`src/param_store_pkg.sv`:
```
package param_store_pkg;

  // ---------------------------------------------------------------
  // Object addressing and service codes
  // ---------------------------------------------------------------
  localparam logic [7:0] SVC_RESET      = 8'h05;
  localparam logic [7:0] SVC_GET_SINGLE = 8'h0E;
  localparam logic [7:0] SVC_RESTORE    = 8'h0F;
  localparam logic [7:0] SVC_SAVE       = 8'h10;
  localparam logic [7:0] CLASS_POS_SENS = 8'h17;
  localparam logic [7:0] INST_CLASS     = 8'h00;
  localparam logic [7:0] INST_SENSOR    = 8'h01;

  // ---------------------------------------------------------------
  // Attributes and error codes
  // ---------------------------------------------------------------
  localparam logic [7:0] ATTR_RAW_POS    = 8'h70;
  localparam logic [7:0] ATTR_PARAM_BASE = 8'h01;
  localparam logic [7:0] ERR_BAD_SERVICE = 8'h08;
  localparam logic [7:0] ERR_BAD_ATTR    = 8'h14;
  localparam logic [7:0] ERR_BAD_OBJECT  = 8'h16;
  localparam logic [7:0] RSP_OK          = 8'h00;

  // ---------------------------------------------------------------
  // Working parameter layout and factory defaults
  // ---------------------------------------------------------------
  localparam int         NUM_PARAM     = 4;
  localparam int         PARAM_W       = 32;
  localparam int         POS_W         = 16;
  localparam logic [2:0] PARAM_BYTES   = 3'h4;
  localparam logic [2:0] POS_BYTES     = 3'h2;
  localparam logic [NUM_PARAM-1:0][PARAM_W-1:0] PARAM_DEFAULT = {
    32'h0000_0000,  // Total measuring range
    32'h0001_0000,  // Measuring units per span
    32'h0000_0000,  // Scaling control
    32'h0000_0000   // Count direction
  };

endpackage

```
`src/param_store_service.sv`:
```
`timescale 1ns/100ps
//Behaviour
//- Save service 16 copies all working parameters into non-volatile storage.
//- Restore service 15 reloads working parameters from non-volatile storage.
//- Reset service 5 loads factory defaults into every working parameter.
//- Reset service leaves non-volatile storage untouched.
//- Get single attribute E at class 23 instance 1 returns that attribute.
//- Attribute 70 returns the raw unscaled 16 bit position.
//- Multi-byte response values go out least significant byte first.
//- Completed save, restore or reset answers with a success response.
//- Network parameter writes touch only volatile working storage.
module param_store_service
  import param_store_pkg::*;
(
  // Clock and reset
  input  wire logic                              sys_clk_i,
  input  wire logic                              rst_i,
  // Explicit request
  input  wire logic                              req_valid_i,
  input  wire logic [7:0]                        req_service_i,
  input  wire logic [7:0]                        req_class_i,
  input  wire logic [7:0]                        req_instance_i,
  input  wire logic                              req_attr_present_i,
  input  wire logic [7:0]                        req_attr_i,
  output logic                                   busy_o,
  // Response byte stream
  output logic                                   rsp_valid_o,
  output logic [7:0]                             rsp_data_o,
  output logic                                   rsp_last_o,
  output logic                                   rsp_err_o,
  // Parameter writes from the network
  input  wire logic                              wr_en_i,
  input  wire logic [1:0]                        wr_idx_i,
  input  wire logic [PARAM_W-1:0]                wr_data_i,
  // Sensor side
  input  wire logic [POS_W-1:0]                  position_i,
  output logic [NUM_PARAM-1:0][PARAM_W-1:0]      param_o
);

  // ---------------------------------------------------------------
  // State
  // ---------------------------------------------------------------
  typedef enum logic {ST_IDLE, ST_SEND} state_t;

  state_t                             state_q, state_d;
  logic [NUM_PARAM-1:0][PARAM_W-1:0]  work_q, work_d;
  logic [NUM_PARAM-1:0][PARAM_W-1:0]  nv_q, nv_d;
  logic [PARAM_W-1:0]                 shift_q, shift_d;
  logic [2:0]                         cnt_q, cnt_d;
  logic                               busy_q, busy_d;
  logic                               rsp_valid_q, rsp_valid_d;
  logic [7:0]                         rsp_data_q, rsp_data_d;
  logic                               rsp_last_q, rsp_last_d;
  logic                               rsp_err_q, rsp_err_d;

  // ---------------------------------------------------------------
  // Request decode
  // ---------------------------------------------------------------
  logic       req_acc;
  logic       is_store_svc;
  logic       store_addr_ok;
  logic       get_addr_ok;
  logic       attr_is_pos;
  logic       attr_is_param;
  logic [7:0] attr_off;
  logic       save_ok;
  logic       restore_ok;
  logic       reset_ok;
  logic       get_ok;
  logic       bad_req;
  logic [7:0] err_code;

  // Address and attribute checks
  always_comb begin
    req_acc       = req_valid_i && !busy_q;
    is_store_svc  = (req_service_i == SVC_SAVE) || (req_service_i == SVC_RESTORE) ||
                    (req_service_i == SVC_RESET);
    store_addr_ok = (req_class_i == CLASS_POS_SENS) && (req_instance_i == INST_CLASS) &&
                    !req_attr_present_i;
    get_addr_ok   = (req_class_i == CLASS_POS_SENS) && (req_instance_i == INST_SENSOR) &&
                    req_attr_present_i;
    attr_off      = req_attr_i - ATTR_PARAM_BASE;
    attr_is_pos   = (req_attr_i == ATTR_RAW_POS);
    attr_is_param = (req_attr_i >= ATTR_PARAM_BASE) &&
                    (attr_off < 8'(NUM_PARAM));
    save_ok       = req_acc && store_addr_ok && (req_service_i == SVC_SAVE);
    restore_ok    = req_acc && store_addr_ok && (req_service_i == SVC_RESTORE);
    reset_ok      = req_acc && store_addr_ok && (req_service_i == SVC_RESET);
    get_ok        = req_acc && get_addr_ok && (req_service_i == SVC_GET_SINGLE) &&
                    (attr_is_pos || attr_is_param);
    bad_req       = req_acc && !(save_ok || restore_ok || reset_ok || get_ok);
    if (!is_store_svc && (req_service_i != SVC_GET_SINGLE)) begin
      err_code = ERR_BAD_SERVICE;
    end else if (is_store_svc ? !store_addr_ok : !get_addr_ok) begin
      err_code = ERR_BAD_OBJECT;
    end else begin
      err_code = ERR_BAD_ATTR;
    end
  end

  // ---------------------------------------------------------------
  // Parameter storage
  // ---------------------------------------------------------------
  // Restore and reset take priority over a network write in the same cycle
  always_comb begin
    work_d = work_q;
    nv_d   = nv_q;
    if (wr_en_i) begin
      work_d[wr_idx_i] = wr_data_i;
    end
    if (save_ok) begin
      nv_d = work_q;
    end
    if (restore_ok) begin
      work_d = nv_q;
    end
    if (reset_ok) begin
      work_d = PARAM_DEFAULT;
    end
  end

  // Working and non-volatile copies
  always_ff @(posedge sys_clk_i or posedge rst_i) begin
    if (rst_i) begin
      work_q <= PARAM_DEFAULT;
      nv_q   <= PARAM_DEFAULT;
    end else begin
      work_q <= work_d;
      nv_q   <= nv_d;
    end
  end

  // ---------------------------------------------------------------
  // Response sequencer
  // ---------------------------------------------------------------
  // Serialises answers, low byte first
  always_comb begin
    state_d     = state_q;
    shift_d     = shift_q;
    cnt_d       = cnt_q;
    busy_d      = busy_q;
    rsp_valid_d = 1'b0;
    rsp_data_d  = 8'h00;
    rsp_last_d  = 1'b0;
    rsp_err_d   = 1'b0;
    case (state_q)
      ST_IDLE: begin
        if (get_ok) begin
          rsp_valid_d = 1'b1;
          if (attr_is_pos) begin
            shift_d = PARAM_W'(position_i) >> 8;
            rsp_data_d = position_i[7:0];
            cnt_d = POS_BYTES - 3'h1;
          end else begin
            shift_d = work_q[attr_off[1:0]] >> 8;
            rsp_data_d = work_q[attr_off[1:0]][7:0];
            cnt_d = PARAM_BYTES - 3'h1;
          end
          busy_d  = 1'b1;
          state_d = ST_SEND;
        end else if (save_ok || restore_ok || reset_ok) begin
          rsp_valid_d = 1'b1;
          rsp_data_d  = RSP_OK;
          rsp_last_d  = 1'b1;
        end else if (bad_req) begin
          rsp_valid_d = 1'b1;
          rsp_data_d  = err_code;
          rsp_last_d  = 1'b1;
          rsp_err_d   = 1'b1;
        end
      end
      ST_SEND: begin
        rsp_valid_d = 1'b1;
        rsp_data_d  = shift_q[7:0];
        shift_d     = shift_q >> 8;
        cnt_d       = cnt_q - 3'h1;
        if (cnt_q == 3'h1) begin
          rsp_last_d = 1'b1;
          busy_d     = 1'b0;
          state_d    = ST_IDLE;
        end
      end
      default: begin
        state_d = ST_IDLE;
        busy_d  = 1'b0;
      end
    endcase
  end

  // Sequencer registers
  always_ff @(posedge sys_clk_i or posedge rst_i) begin
    if (rst_i) begin
      state_q     <= ST_IDLE;
      shift_q     <= '0;
      cnt_q       <= 3'h0;
      busy_q      <= 1'b0;
      rsp_valid_q <= 1'b0;
      rsp_data_q  <= 8'h00;
      rsp_last_q  <= 1'b0;
      rsp_err_q   <= 1'b0;
    end else begin
      state_q     <= state_d;
      shift_q     <= shift_d;
      cnt_q       <= cnt_d;
      busy_q      <= busy_d;
      rsp_valid_q <= rsp_valid_d;
      rsp_data_q  <= rsp_data_d;
      rsp_last_q  <= rsp_last_d;
      rsp_err_q   <= rsp_err_d;
    end
  end

  // Outputs straight from flops
  assign busy_o      = busy_q;
  assign rsp_valid_o = rsp_valid_q;
  assign rsp_data_o  = rsp_data_q;
  assign rsp_last_o  = rsp_last_q;
  assign rsp_err_o   = rsp_err_q;
  assign param_o     = work_q;

  // ---------------------------------------------------------------
  // Assertions
  // ---------------------------------------------------------------
  property p_save_copy;
    @(posedge sys_clk_i) disable iff (rst_i)
    save_ok |=> nv_q == $past(work_q);
  endproperty
  a_save_copy: assert property (p_save_copy) else $error("save did not copy");

  property p_restore_load;
    @(posedge sys_clk_i) disable iff (rst_i)
    restore_ok |=> work_q == $past(nv_q);
  endproperty
  a_restore_load: assert property (p_restore_load) else $error("restore wrong");

  property p_reset_default;
    @(posedge sys_clk_i) disable iff (rst_i)
    reset_ok |=> work_q == PARAM_DEFAULT;
  endproperty
  a_reset_default: assert property (p_reset_default) else $error("reset wrong");

  property p_reset_keeps_nv;
    @(posedge sys_clk_i) disable iff (rst_i)
    reset_ok |=> $stable(nv_q);
  endproperty
  a_reset_keeps_nv: assert property (p_reset_keeps_nv) else $error("reset wrote nv");

  property p_pos_lsb_first;
    @(posedge sys_clk_i) disable iff (rst_i)
    (get_ok && attr_is_pos) |=> (rsp_valid_q && !rsp_last_q &&
      rsp_data_q == $past(position_i[7:0])) ##1
      (rsp_valid_q && rsp_last_q && rsp_data_q == $past(position_i[15:8], 2));
  endproperty
  a_pos_lsb_first: assert property (p_pos_lsb_first) else $error("position bytes");

  property p_param_get;
    @(posedge sys_clk_i) disable iff (rst_i)
    (get_ok && attr_is_param && attr_off == 8'h02) |=>
      rsp_data_q == $past(work_q[2][7:0]) ##3 (rsp_last_q && !rsp_err_q);
  endproperty
  a_param_get: assert property (p_param_get) else $error("param get wrong");

  property p_ok_answer;
    @(posedge sys_clk_i) disable iff (rst_i)
    (save_ok || restore_ok || reset_ok) |=> rsp_valid_q && rsp_last_q && !rsp_err_q;
  endproperty
  a_ok_answer: assert property (p_ok_answer) else $error("no success reply");

  property p_write_volatile;
    @(posedge sys_clk_i) disable iff (rst_i)
    (wr_en_i && !save_ok) |=> $stable(nv_q);
  endproperty
  a_write_volatile: assert property (p_write_volatile) else $error("write hit nv");

  property p_bad_req;
    @(posedge sys_clk_i) disable iff (rst_i)
    (bad_req && !wr_en_i) |=> rsp_err_q && rsp_last_q && $stable(work_q) && $stable(nv_q);
  endproperty
  a_bad_req: assert property (p_bad_req) else $error("bad request handled");

  property p_nv_whole;
    @(posedge sys_clk_i) disable iff (rst_i)
    !$stable(nv_q) |-> $past(save_ok) && nv_q == $past(work_q);
  endproperty
  a_nv_whole: assert property (p_nv_whole) else $error("nv partial change");

  c_save: cover property (@(posedge sys_clk_i) disable iff (rst_i) save_ok);
  c_get_pos: cover property (@(posedge sys_clk_i) disable iff (rst_i) get_ok && attr_is_pos);
  c_error: cover property (@(posedge sys_clk_i) disable iff (rst_i) bad_req);
  c_restore: cover property (@(posedge sys_clk_i) disable iff (rst_i) restore_ok);

endmodule

```
`config.mk`:
```
export PLATFORM = sky130hd
export DESIGN_NAME = param_store_service
export DESIGN_NICKNAME = d
export VERILOG_FILES = /design/src/param_store_pkg.sv /design/src/param_store_service.sv
export SDC_FILE = /design/constraint.sdc
export NUM_CORES = 1
export LEC_CHECK = 0
export BUFFER_PORTS_ARGS = -buffer_cell sky130_fd_sc_hd__buf_2
export CAP_MARGIN = 20
export CORE_MARGIN = 3
export CORE_UTILIZATION = 50
export CTS_BUF_LIST = sky130_fd_sc_hd__clkbuf_8
export CTS_CLUSTER_SIZE = 16
export DETAILED_ROUTE_END_ITERATION = 16
export PLACE_DENSITY = 0.75
export REMOVE_ABC_BUFFERS = 1
export SYNTH_ARGS = -nofsm -noshare
export SYNTH_HDL_FRONTEND = slang
export SYNTH_SLANG_ARGS = --single-unit
```
`constraint.sdc`:
```
create_clock -name sys_clk_i -period 9.2 [get_ports sys_clk_i]
set_input_delay 0.92 -clock sys_clk_i [delete_from_list [all_inputs] [get_ports sys_clk_i]]
set_output_delay 0.92 -clock sys_clk_i [all_outputs]
set_load 0.02 [all_outputs]
```
After elaboration in Yosys (flattened, before gate mapping)
Cells that the tools add are included.
Storage, ports and cells
  bits in registers: 304
  bits of input ports: 87
  output and inout bits: 140
Operators by class
  add/sub/neg operators: 2
  $lt $le $gt $ge: 5
  equal/unequal tests: 11
  muxes and demuxes: 38
  bitwise operators: 1
  reductions and logical operators: 31
Operator list (count)
  128-bit two-way mux: 3
  128-bit bitwise mux: 1
  32-bit two-way mux: 3
  32-bit binary-select mux with 2-bit select: 1
  32-bit demux with 2-bit select: 1
  32-bit case mux with 2 select lines: 1
  8-bit two-way mux: 5
  24-bit two-way mux: 1
  8-bit by 4-bit equality test with 1-bit output (second input constant): 2
  8-bit by 5-bit equality test with 1-bit output (second input constant): 2
  1-bit logical AND: 16
  8-bit case mux with 2 select lines: 1
  1-bit two-way mux: 13
  8-bit by 1-bit equality test with 1-bit output (second input constant): 1
  8-bit by 3-bit equality test with 1-bit output (second input constant): 1
  8-bit by 7-bit equality test with 1-bit output (second input constant): 1
  8-bit by 1-bit greater-or-equal comparator with 1-bit output (second input constant): 1
  8-bit zero test: 1
  8-bit by 3-bit < comparator with 1-bit output (second input constant): 1
  8-bit by 4-bit != test with 1-bit output (second input constant): 1
  1-bit case mux with 2 select lines: 4
  8-bit by 1-bit subtractor with 8-bit output (second input constant): 1
  1-bit zero test: 6
  1-bit logical OR: 6
  other kinds (12): 14

Longest topological paths before layout
Gate-level depths: netlist of the first run.
  depth after elaboration: 14
  gate-level depth with buffers: 12
  gate-level depth less buffers: 7

Worst setup path after synthesis of the first run
OpenSTA, ideal clock, no wires.
  path type: in2reg
  start: input req_attr_i[0]
  end: register rsp_data_q[0] (netlist: rsp_data_o[0])
  setup time: 134 ps
  arrival time: 3820 ps
  slack: 5246 ps
  stages on the path: 12
  path buffers: 6
  path through: buf_2 buf_2 clkbuf_1 inv_1 ha_1 nand4_1 or4_1 clkbuf_1 buf_1 clkbuf_1 mux2i_1 o31ai_1
On the way
  longest elaborated chain between the ends: 12
RTL lines
  start: declaration: RTL line param_store_service.sv:24  | input wire logic [7:0] req_attr_i,
  8-bit by 1-bit subtractor with 8-bit output: RTL line param_store_service.sv:82  | attr_off = req_attr_i - ATTR_PARAM_BASE;
  8-bit by 3-bit < comparator with 1-bit output: RTL line param_store_service.sv:85  | (attr_off < 8'(NUM_PARAM));
  1-bit logical AND: RTL line param_store_service.sv:84  | attr_is_param = (req_attr_i >= ATTR_PARAM_BASE) &&
  1-bit logical OR: RTL line param_store_service.sv:90  | (attr_is_pos || attr_is_param);
  1-bit logical AND: RTL line param_store_service.sv:89  | get_ok = req_acc && get_addr_ok && (req_service_i == SVC_GET_SINGLE) &&
  1-bit logical OR: RTL line param_store_service.sv:91  | bad_req = req_acc && !(save_ok || restore_ok || reset_ok || get_ok);
  1-bit zero test: RTL line param_store_service.sv:91
  1-bit logical AND: RTL line param_store_service.sv:91
  8-bit two-way mux: RTL line param_store_service.sv:165  | end else if (bad_req) begin
  8-bit two-way mux: RTL line param_store_service.sv:161  | end else if (save_ok || restore_ok || reset_ok) begin
  8-bit two-way mux (*): RTL line param_store_service.sv:148  | if (get_ok) begin
  8-bit case mux with 2 select lines (*): RTL line param_store_service.sv:146  | case (state_q)
  via rsp_data_d[0]: RTL line param_store_service.sv:52  | logic [7:0] rsp_data_q, rsp_data_d;
  end signal: assignment: RTL line param_store_service.sv:207  | rsp_data_q <= rsp_data_d;
  end: declaration: RTL line param_store_service.sv:52
The timed path passes the listed nets; every way through them passes the cells marked *. The select of a mux whose other input is x is not followed.
A chain may end at the register's enable or synchronous reset.

Final worst setup path of the first run
  start: input req_instance_i[7]
  end: register work_q (netlist bit param_o[103])
On the way
  longest elaborated chain between the ends: 7
RTL lines
  start: declaration: RTL line param_store_service.sv:22  | input wire logic [7:0] req_instance_i,
  8-bit zero test (*): RTL line param_store_service.sv:78  | store_addr_ok = (req_class_i == CLASS_POS_SENS) && (req_instance_i == INST_CLASS) &&
  1-bit logical AND (*) (2 in series): RTL line param_store_service.sv:78
  1-bit logical AND (*): RTL line param_store_service.sv:87, param_store_service.sv:88
  1-bit logical AND: RTL line param_store_service.sv:87  | restore_ok = req_acc && store_addr_ok && (req_service_i == SVC_RESTORE);
  128-bit two-way mux: RTL line param_store_service.sv:114  | if (restore_ok) begin
  128-bit two-way mux: RTL line param_store_service.sv:117  | if (reset_ok) begin
  end signal: assignment: RTL line param_store_service.sv:128  | work_q <= work_d;
  end: declaration: RTL line param_store_service.sv:46  | logic [NUM_PARAM-1:0][PARAM_W-1:0] work_q, work_d;
Every way passes the cells marked *; elsewhere a longest branch is shown, timed or not.

==> impl_metrics.toml, run 1 <==
[power_and_ir_drop]
combinationalPowerShare_pct = 16.4
p_sw_share_pct = 29.1
pwr-share-clk_pct = 36.4
power_density_nw_per_um2 = 200
p_switching_w = 0.000930
ir_drop_mv = 0.0995
sequentialPowerShare_pct = 47.3
p_leak_nw = 7.45
intPower_w = 0.00226

[synthesis]
synth_seq_cells = 296
synth-warning-count = 0
synthesis.area_um2 = 13700
syn_inst = 1164
synth_edf_count = 0
synthArstFlopShare_pct = 100
synth_top_area_share_pct = 53.7
yosys-top-cells-area = "dfrtp_1 (54%), mux2_2 (11%), a2bb2oi_1 (8.1%)"
yosysSeqAreaShare_pct = 54.1
synth_flop_cell = "dfrtp_1"
synth_area_per_cell_um2 = 11.8
ys_types = 55
synth_largest_area_cell = "dfrtp_1"

[routing]
wirelength_mm = 38.7
final_antenna_net_count = 0
drcViolationCount = 0
drt-pass1-iter-count = 5
drtIter0Drc = 1004
vias = 10700
vias_per_cell = 6.15
wl_per_cell_um = 22.3

[cts]
cts_made_buffers = 49
insertion_delay_ns = 0.56
ctsLongestPathBuffers = 3
htree_levels = 2
cts_resized = 0
post_cts_buffers = 0
path_clk_slew_ns = 0.06
root_buffer = "clkbuf_8"
cts_sinks = 296
hold_buffers = 0
cts_tree = "done"

[floorplan]
fp.dieArea_um2 = 29400
rows = 59
num_io_pins = 227
start_util_pct = 51.7
core_um2 = 26500
die_w_um = 171
die_h_um = 171

[global_route]
grt_pass1_wl_mm = 60.1
grtUsageTotal_pct = 25.9
grt.overflow.total = 0
grt_pass1_vias = 10700
grt_max_degree = 86
antenna_found_initial = 0

[outcome]
status = "completed"

[worst_setup_path]
cp-start-kind = "input port"
worstPathArrival_ns = 4.31
crit_type = "input port to flip-flop"
rr_endpoint = "param_o[103]$_DFFE_PP0P_"
crit_path_end_kind = "flip-flop"
crit_required_ns = 9.66
crit_fanout = 71
timing.rr.start = "busy_o$_DFFE_PP0P_"
ff2ff_path_depth = 6
r2r_slack_ns = 5.91

[sta]
period_share_pct = 41.8
setup_viol = 0
final_max_slew_viol_count = 0
clock.fmax_mhz = 260
setup_slack_ns = 5.35
rsz0062_at_grt = "false"
fin_worst_skew_ns = 0.0102
tightest_slew_ns = 0.992
period_minus_slack_ns = 3.85
hold_viol = 0
slew_headroom_pct = 33.6

[job]
drv_cap = 0

[worst_hold_path]
hp-class = "input port to async pin"

[placed_design]
placed_area_um2 = 14900
place_ws_ns = 4.85
hpwl_mm = 24.3
gp_congestion = 0.818
io_buffers = 226

[cells_and_area]
stdcell_area_um2 = 16000
fillers = 2152
nets = 1454
final_cell_mix = "dfrtp_1 (294), buf_2 (226), nand2_1 (163)"
final_common_cell = "dfrtp_1"
drive_above_1_share_pct = 35.4
num_antenna_cells = 0
area_growth_pct = 17.0
[cell type report]
class                      count  area, µm²  share of cell area [%]
tap                          335        419                    2.62
sequential                   296       7410                    46.3
timing repair buffer         247       1330                    8.30
clock inverter                23       91.3                   0.570
inverter                       7       33.8                   0.211
clock buffer                  67        922                    5.76
multi-input combinational    762       5810                    36.3
[worst max-delay path, cell delays in order]
cell and delay, ns:
buf_2 0.11, or3b_4 0.42, or3_1 0.43, or4_4 0.89
buf_4 0.45, nand2_2 0.73, a2bb2oi_1 0.25
[worst max path at each step]
stage | startpoint | endpoint | slack [ns] | cells past startpoint
floorplan | req_instance_i[7] | nv_q[80]$_DFFE_PP1P_ | -2.43 | 4
finish | req_instance_i[7] | param_o[103]$_DFFE_PP0P_ | 5.35 | 7
CTS | req_instance_i[7] | param_o[34]$_DFFE_PP0P_ | 5.45 | 7
global route | req_class_i[3] | param_o[48]$_DFFE_PP0P_ | 5.18 | 7
global placement | req_instance_i[7] | param_o[38]$_DFFE_PP0P_ | 4.91 | 7
detailed placement | req_instance_i[7] | param_o[34]$_DFFE_PP0P_ | 4.85 | 7
[layer usage]
metal | wire length, µm | global-route usage [%] | part of all wire (%)
met5 | 0 | 0 | 0
met2 | 18100 | 41.0 | 47
met3 | 3360 | 5.42 | 8.7
met4 | 850 | 7.21 | 2.2
met1 | 16400 | 36.9 | 42
[stage by stage]
stage / total power, W / hold slack, ns / util, % / setup TNS, ns / std cells
floorplan: 0.00182 / 0.445 / - / -529.52 / 1065
global placement: 0.00204 / 0.452 / 56.4 / 0 / 1645
detailed placement: 0.00206 / 0.466 / 56.4 / 0 / 1645
CTS: 0.00322 / 0.456 / 60.2 / 0 / 1735
global route: 0.00333 / 0.472 / 60.4 / 0 / 1737
finish: 0.00319 / 0.438 / 60.4 / 0 / 1737
[state kept, by name, indices dropped and copies added, names as in the netlist]
signal / count
nv_q: 128
param_o: 128
shift_q: 24
rsp_data_o: 8
cnt_q: 3
busy_o: 1
rsp_err_o: 1
rsp_last_o: 1
rsp_valid_o: 1
state_q: 1
[kinds of logic (layout without fill, tap and decap cells)]
logic type / count (synthesis) / count (layout) / share of synthesized area (%)
simple gates: 258 / 258 / 8.80
xor+xnor: 2 / 2 / 0.128
compound gates: 321 / 321 / 15.9
mux: 177 / 177 / 17.0
fa+ha+maj: 4 / 4 / 0.366
buf+inv: 106 / 344 / 3.63
flops: 296 / 296 / 54.1
[cells in the mapped netlist (3+ instances only)]
cell and count:
buf_4 14, mux4_2 32, and3_1 11, or4_1 3, mux2_2 129, o21ai_0 138
nor3_1 6, buf_2 24, or3_1 3, clkbuf_1 57, nand2_1 163, inv_1 7
nor2b_1 5, nand4_1 20, nand2_2 4, a2bb2oi_1 127, a31oi_1 9, dfrtp_1 294
mux2i_1 16, o31ai_1 15, nor2_1 15, a21oi_1 18, ha_1 4, nor4_1 3
nand3_1 9
[power groups by stage]
stage	combinational (W)	sequential [W]	clock, W
final	0.000523	0.00151	0.00116
after global routing	0.000559	0.00152	0.00125
after CTS	0.000527	0.00151	0.00118
after detailed placement	0.000526	0.00153	0
after global placement	0.000517	0.00152	0
after floorplan	0.000201	0.00161	0
Note: power is estimated with default switching activity, not from simulation.
==> run 2, diff against run 1 <==
Settings changed: ABC_AREA set to 1.
Clock period 9.2 ns to 3.48 ns, I/O delays scaled along.
==> impl_metrics.toml, run 2 <==
[synthesis]
synth_commonest_cells = "dfrtp_1 (294), nand3_1 (279), nor2_1 (175)"
synth_seq_cells = 296
synth_flop_cell = "dfrtp_1"
synth_edf_count = 0
synthesis.area_um2 = 14300
ys_types = 34
synth_largest_area_cell = "dfrtp_1"
synth-warning-count = 0
synth.most_common_cell = "dfrtp_1"
synth_top_area_share_pct = 51.5
syn_inst = 1591
synth_area_per_cell_um2 = 8.98
yosys-top-cells-area = "dfrtp_1 (51%), nand3_1 (9.8%), mux2_2 (6.5%)"
yosysSeqAreaShare_pct = 51.8
synthArstFlopShare_pct = 100

[sta]
tightest_slew_ns = 1.05
slew_headroom_pct = 29.8
period_minus_slack_ns = 2.33
setup_viol = 0
clock.fmax_mhz = 429
whs_ns = 0.0910
period_share_pct = 66.9
setup_slack_ns = 1.15
final_max_slew_viol_count = 0
fin_worst_skew_ns = 0.0148
setup_tns_ns = 0
rsz0062_at_grt = "false"
hold_viol = 0

[worst_setup_path]
crit_slowest_cell = "buf_4"
cp_top_family = "buffers and inverters"
crit_required_ns = 3.90
crit_fanout = 41
timing.rr.start = "busy_o$_DFFE_PP0P_"
crit_type = "flip-flop to flip-flop"
worstPathCellList = "inv_1, nand2_1, nor2_4, o21ai_4, buf_4, nand2_2, buf_4, nor2_1, a31oi_1"
r2r_slack_ns = 1.15
crit_top_cell = "buf_4"
slowest_delay_ns = 0.45
ff2ff_path_depth = 9
crit_buf_inv = 3
worstPathArrival_ns = 2.74
cp-start-kind = "flip-flop"
crit_path_end_kind = "flip-flop"
rr_endpoint = "param_o[24]$_DFFE_PP0P_"

[power_and_ir_drop]
power_density_nw_per_um2 = 511
p_leak_nw = 7.89
ir_drop_mv = 0.367

[cts]
cts_sinks = 296
post_cts_buffers = 0
htree_levels = 2
cts_tree = "done"
cts_made_buffers = 49
path_clk_slew_ns = 0.06
insertion_delay_ns = 0.56
root_buffer = "clkbuf_8"
ctsLongestPathBuffers = 3

[routing]
drtIter0Drc = 1528
final_antenna_net_count = 0
wirelength_mm = 45.6
vias_per_cell = 6.11
wl_per_cell_um = 20.8
vias = 13400
drcViolationCount = 0
drt-pass1-iter-count = 7

[cells_and_area]
final_cell_mix = "dfrtp_1 (294), nand3_1 (279), buf_2 (226)"
instances_no_fill = 2186
fillers = 2415
final_common_cell = "dfrtp_1"
drive_above_1_share_pct = 24.2
nets = 1861
area_growth_pct = 16.7
stdcell_area_um2 = 16700
multi_input_area_um2 = 6010
seqCellArea_um2 = 7410

[global_route]
grt_pass1_wl_mm = 70.7
grt_pass1_vias = 12800
met2_usage_pct = 44.6
grt.met3_usage_pct = 5.26
grtUsageMet1_pct = 40.9
antenna_found_initial = 1
grtUsageTotal_pct = 28.9
grt_max_degree = 132
grt.overflow.total = 0
busiest_layer = "met2"

[floorplan]
die_w_um = 175
start_util_pct = 51.0
die_h_um = 175
core_um2 = 28000
num_io_pins = 227
fp.dieArea_um2 = 30600
rows = 61

[placed_design]
place_inst = 2096
io_buffers = 226
place_ws_ns = 0.811
hpwl_mm = 27.3
gp_congestion = 0.848
placed_area_um2 = 15700

[worst_hold_path]
min_from = "wr_data_i[30]"
whs_path_depth = 3
hp-class = "input port to flip-flop"
hold_path_end = "param_o[62]$_DFFE_PP0P_"

[job]
drv_cap = 0

[outcome]
status = "completed"
run 2: cell count changes in the layout (fill, tap and decap cells not counted), moves of 12 or more:
cell,previous run,this run
nand3_1,8,279
a31oi_1,9,127
inv_1,27,104
mux2_4,0,12
o21ai_0,138,100
nand4_1,20,39
a2bb2oi_1,127,0
mux2i_1,16,0
mux4_2,32,0
a21oi_1,18,44
o31ai_1,15,1
mux2_2,129,82
nor2_1,15,172
run 2: worst max path at each step:
| stage | end | cells after the start | slack (ns) | from |
|---|---|---|---|---|
| floorplan | busy_o$_DFFE_PP0P_ | 1 | -5.04 | rst_i |
| global placement | param_o[63]$_DFFE_PP0P_ | 10 | 0.96 | req_service_i[7] |
| detailed placement | param_o[47]$_DFFE_PP0P_ | 10 | 0.81 | req_service_i[7] |
| CTS | param_o[46]$_DFFE_PP0P_ | 9 | 1.18 | busy_o$_DFFE_PP0P_ |
| global route | param_o[46]$_DFFE_PP0P_ | 9 | 0.99 | busy_o$_DFFE_PP0P_ |
| finish | param_o[24]$_DFFE_PP0P_ | 9 | 1.15 | busy_o$_DFFE_PP0P_ |
run 2: kinds of logic (layout without fill, tap and decap cells):
| logic type | count (synthesis) | count (layout) | synth area share, % |
|---|---|---|---|
| flops | 296 | 296 | 51.8 |
| fa+ha+maj | 4 | 4 | 0.350 |
| compound gates | 305 | 305 | 12.4 |
| other cells | 0 | 1 | 0 |
| mux | 94 | 94 | 7.72 |
| xor+xnor | 1 | 1 | 0.0613 |
| simple gates | 674 | 674 | 21.2 |
| buf+inv | 217 | 433 | 6.46 |
run 2: layout make-up:
type | instances | share of cell area [%]
sequential | 296 | 44.4
multi-input combinational | 1078 | 36.0
inverter | 86 | 1.98
timing repair buffer | 259 | 8.88
antenna | 1 | 0.0150
clock buffer | 64 | 5.28
clock inverter | 24 | 0.555
tap | 378 | 2.83
run 2: per-stage QoR:
| stage | total power (W) | util, % |
|---|---|---|
| after floorplan | 0.00484 | - |
| after global placement | 0.00549 | 56.0 |
| after detailed placement | 0.00553 | 56.0 |
| after CTS | 0.00856 | 59.6 |
| after global routing | 0.00888 | 59.6 |
| final | 0.00853 | 59.6 |
run 2: timing repair:
item                                   in CTS  in global routing
setup endpoints to repair                   0                  0
resized for setup                           0                  0
hold buffers                                1                  0
endpoints found under the hold margin      43                  0
run 2: report_power, final:
| group | leakage [nW] | internal [W] | switching, W | total, W |
|---|---|---|---|---|
| Clock | 0.585 | 0.00163 | 0.00142 | 0.00305 |
| Combinational | 3.47 | 0.000495 | 0.00100 | 0.00149 |
| Sequential | 3.84 | 0.00370 | 0.000290 | 0.00399 |
| Total | 7.89 | 0.00583 | 0.00271 | 0.00853 |
run 2: per-layer routing:
layer  wire length [µm]  vias up
li1                   -     5927
met1              19100     6594
met2              20900      729
met3               4190      105
met4               1370        2
met5                 17        -
run 2: worst reg2reg max path, cell delays in order (launching register included):
cell and delay, ns:
dfrtp_1 0.37, inv_1 0.06, nand2_1 0.20, nor2_4 0.10, o21ai_4 0.09, buf_4 0.46
nand2_2 0.40, buf_4 0.33, nor2_1 0.12, a31oi_1 0.06
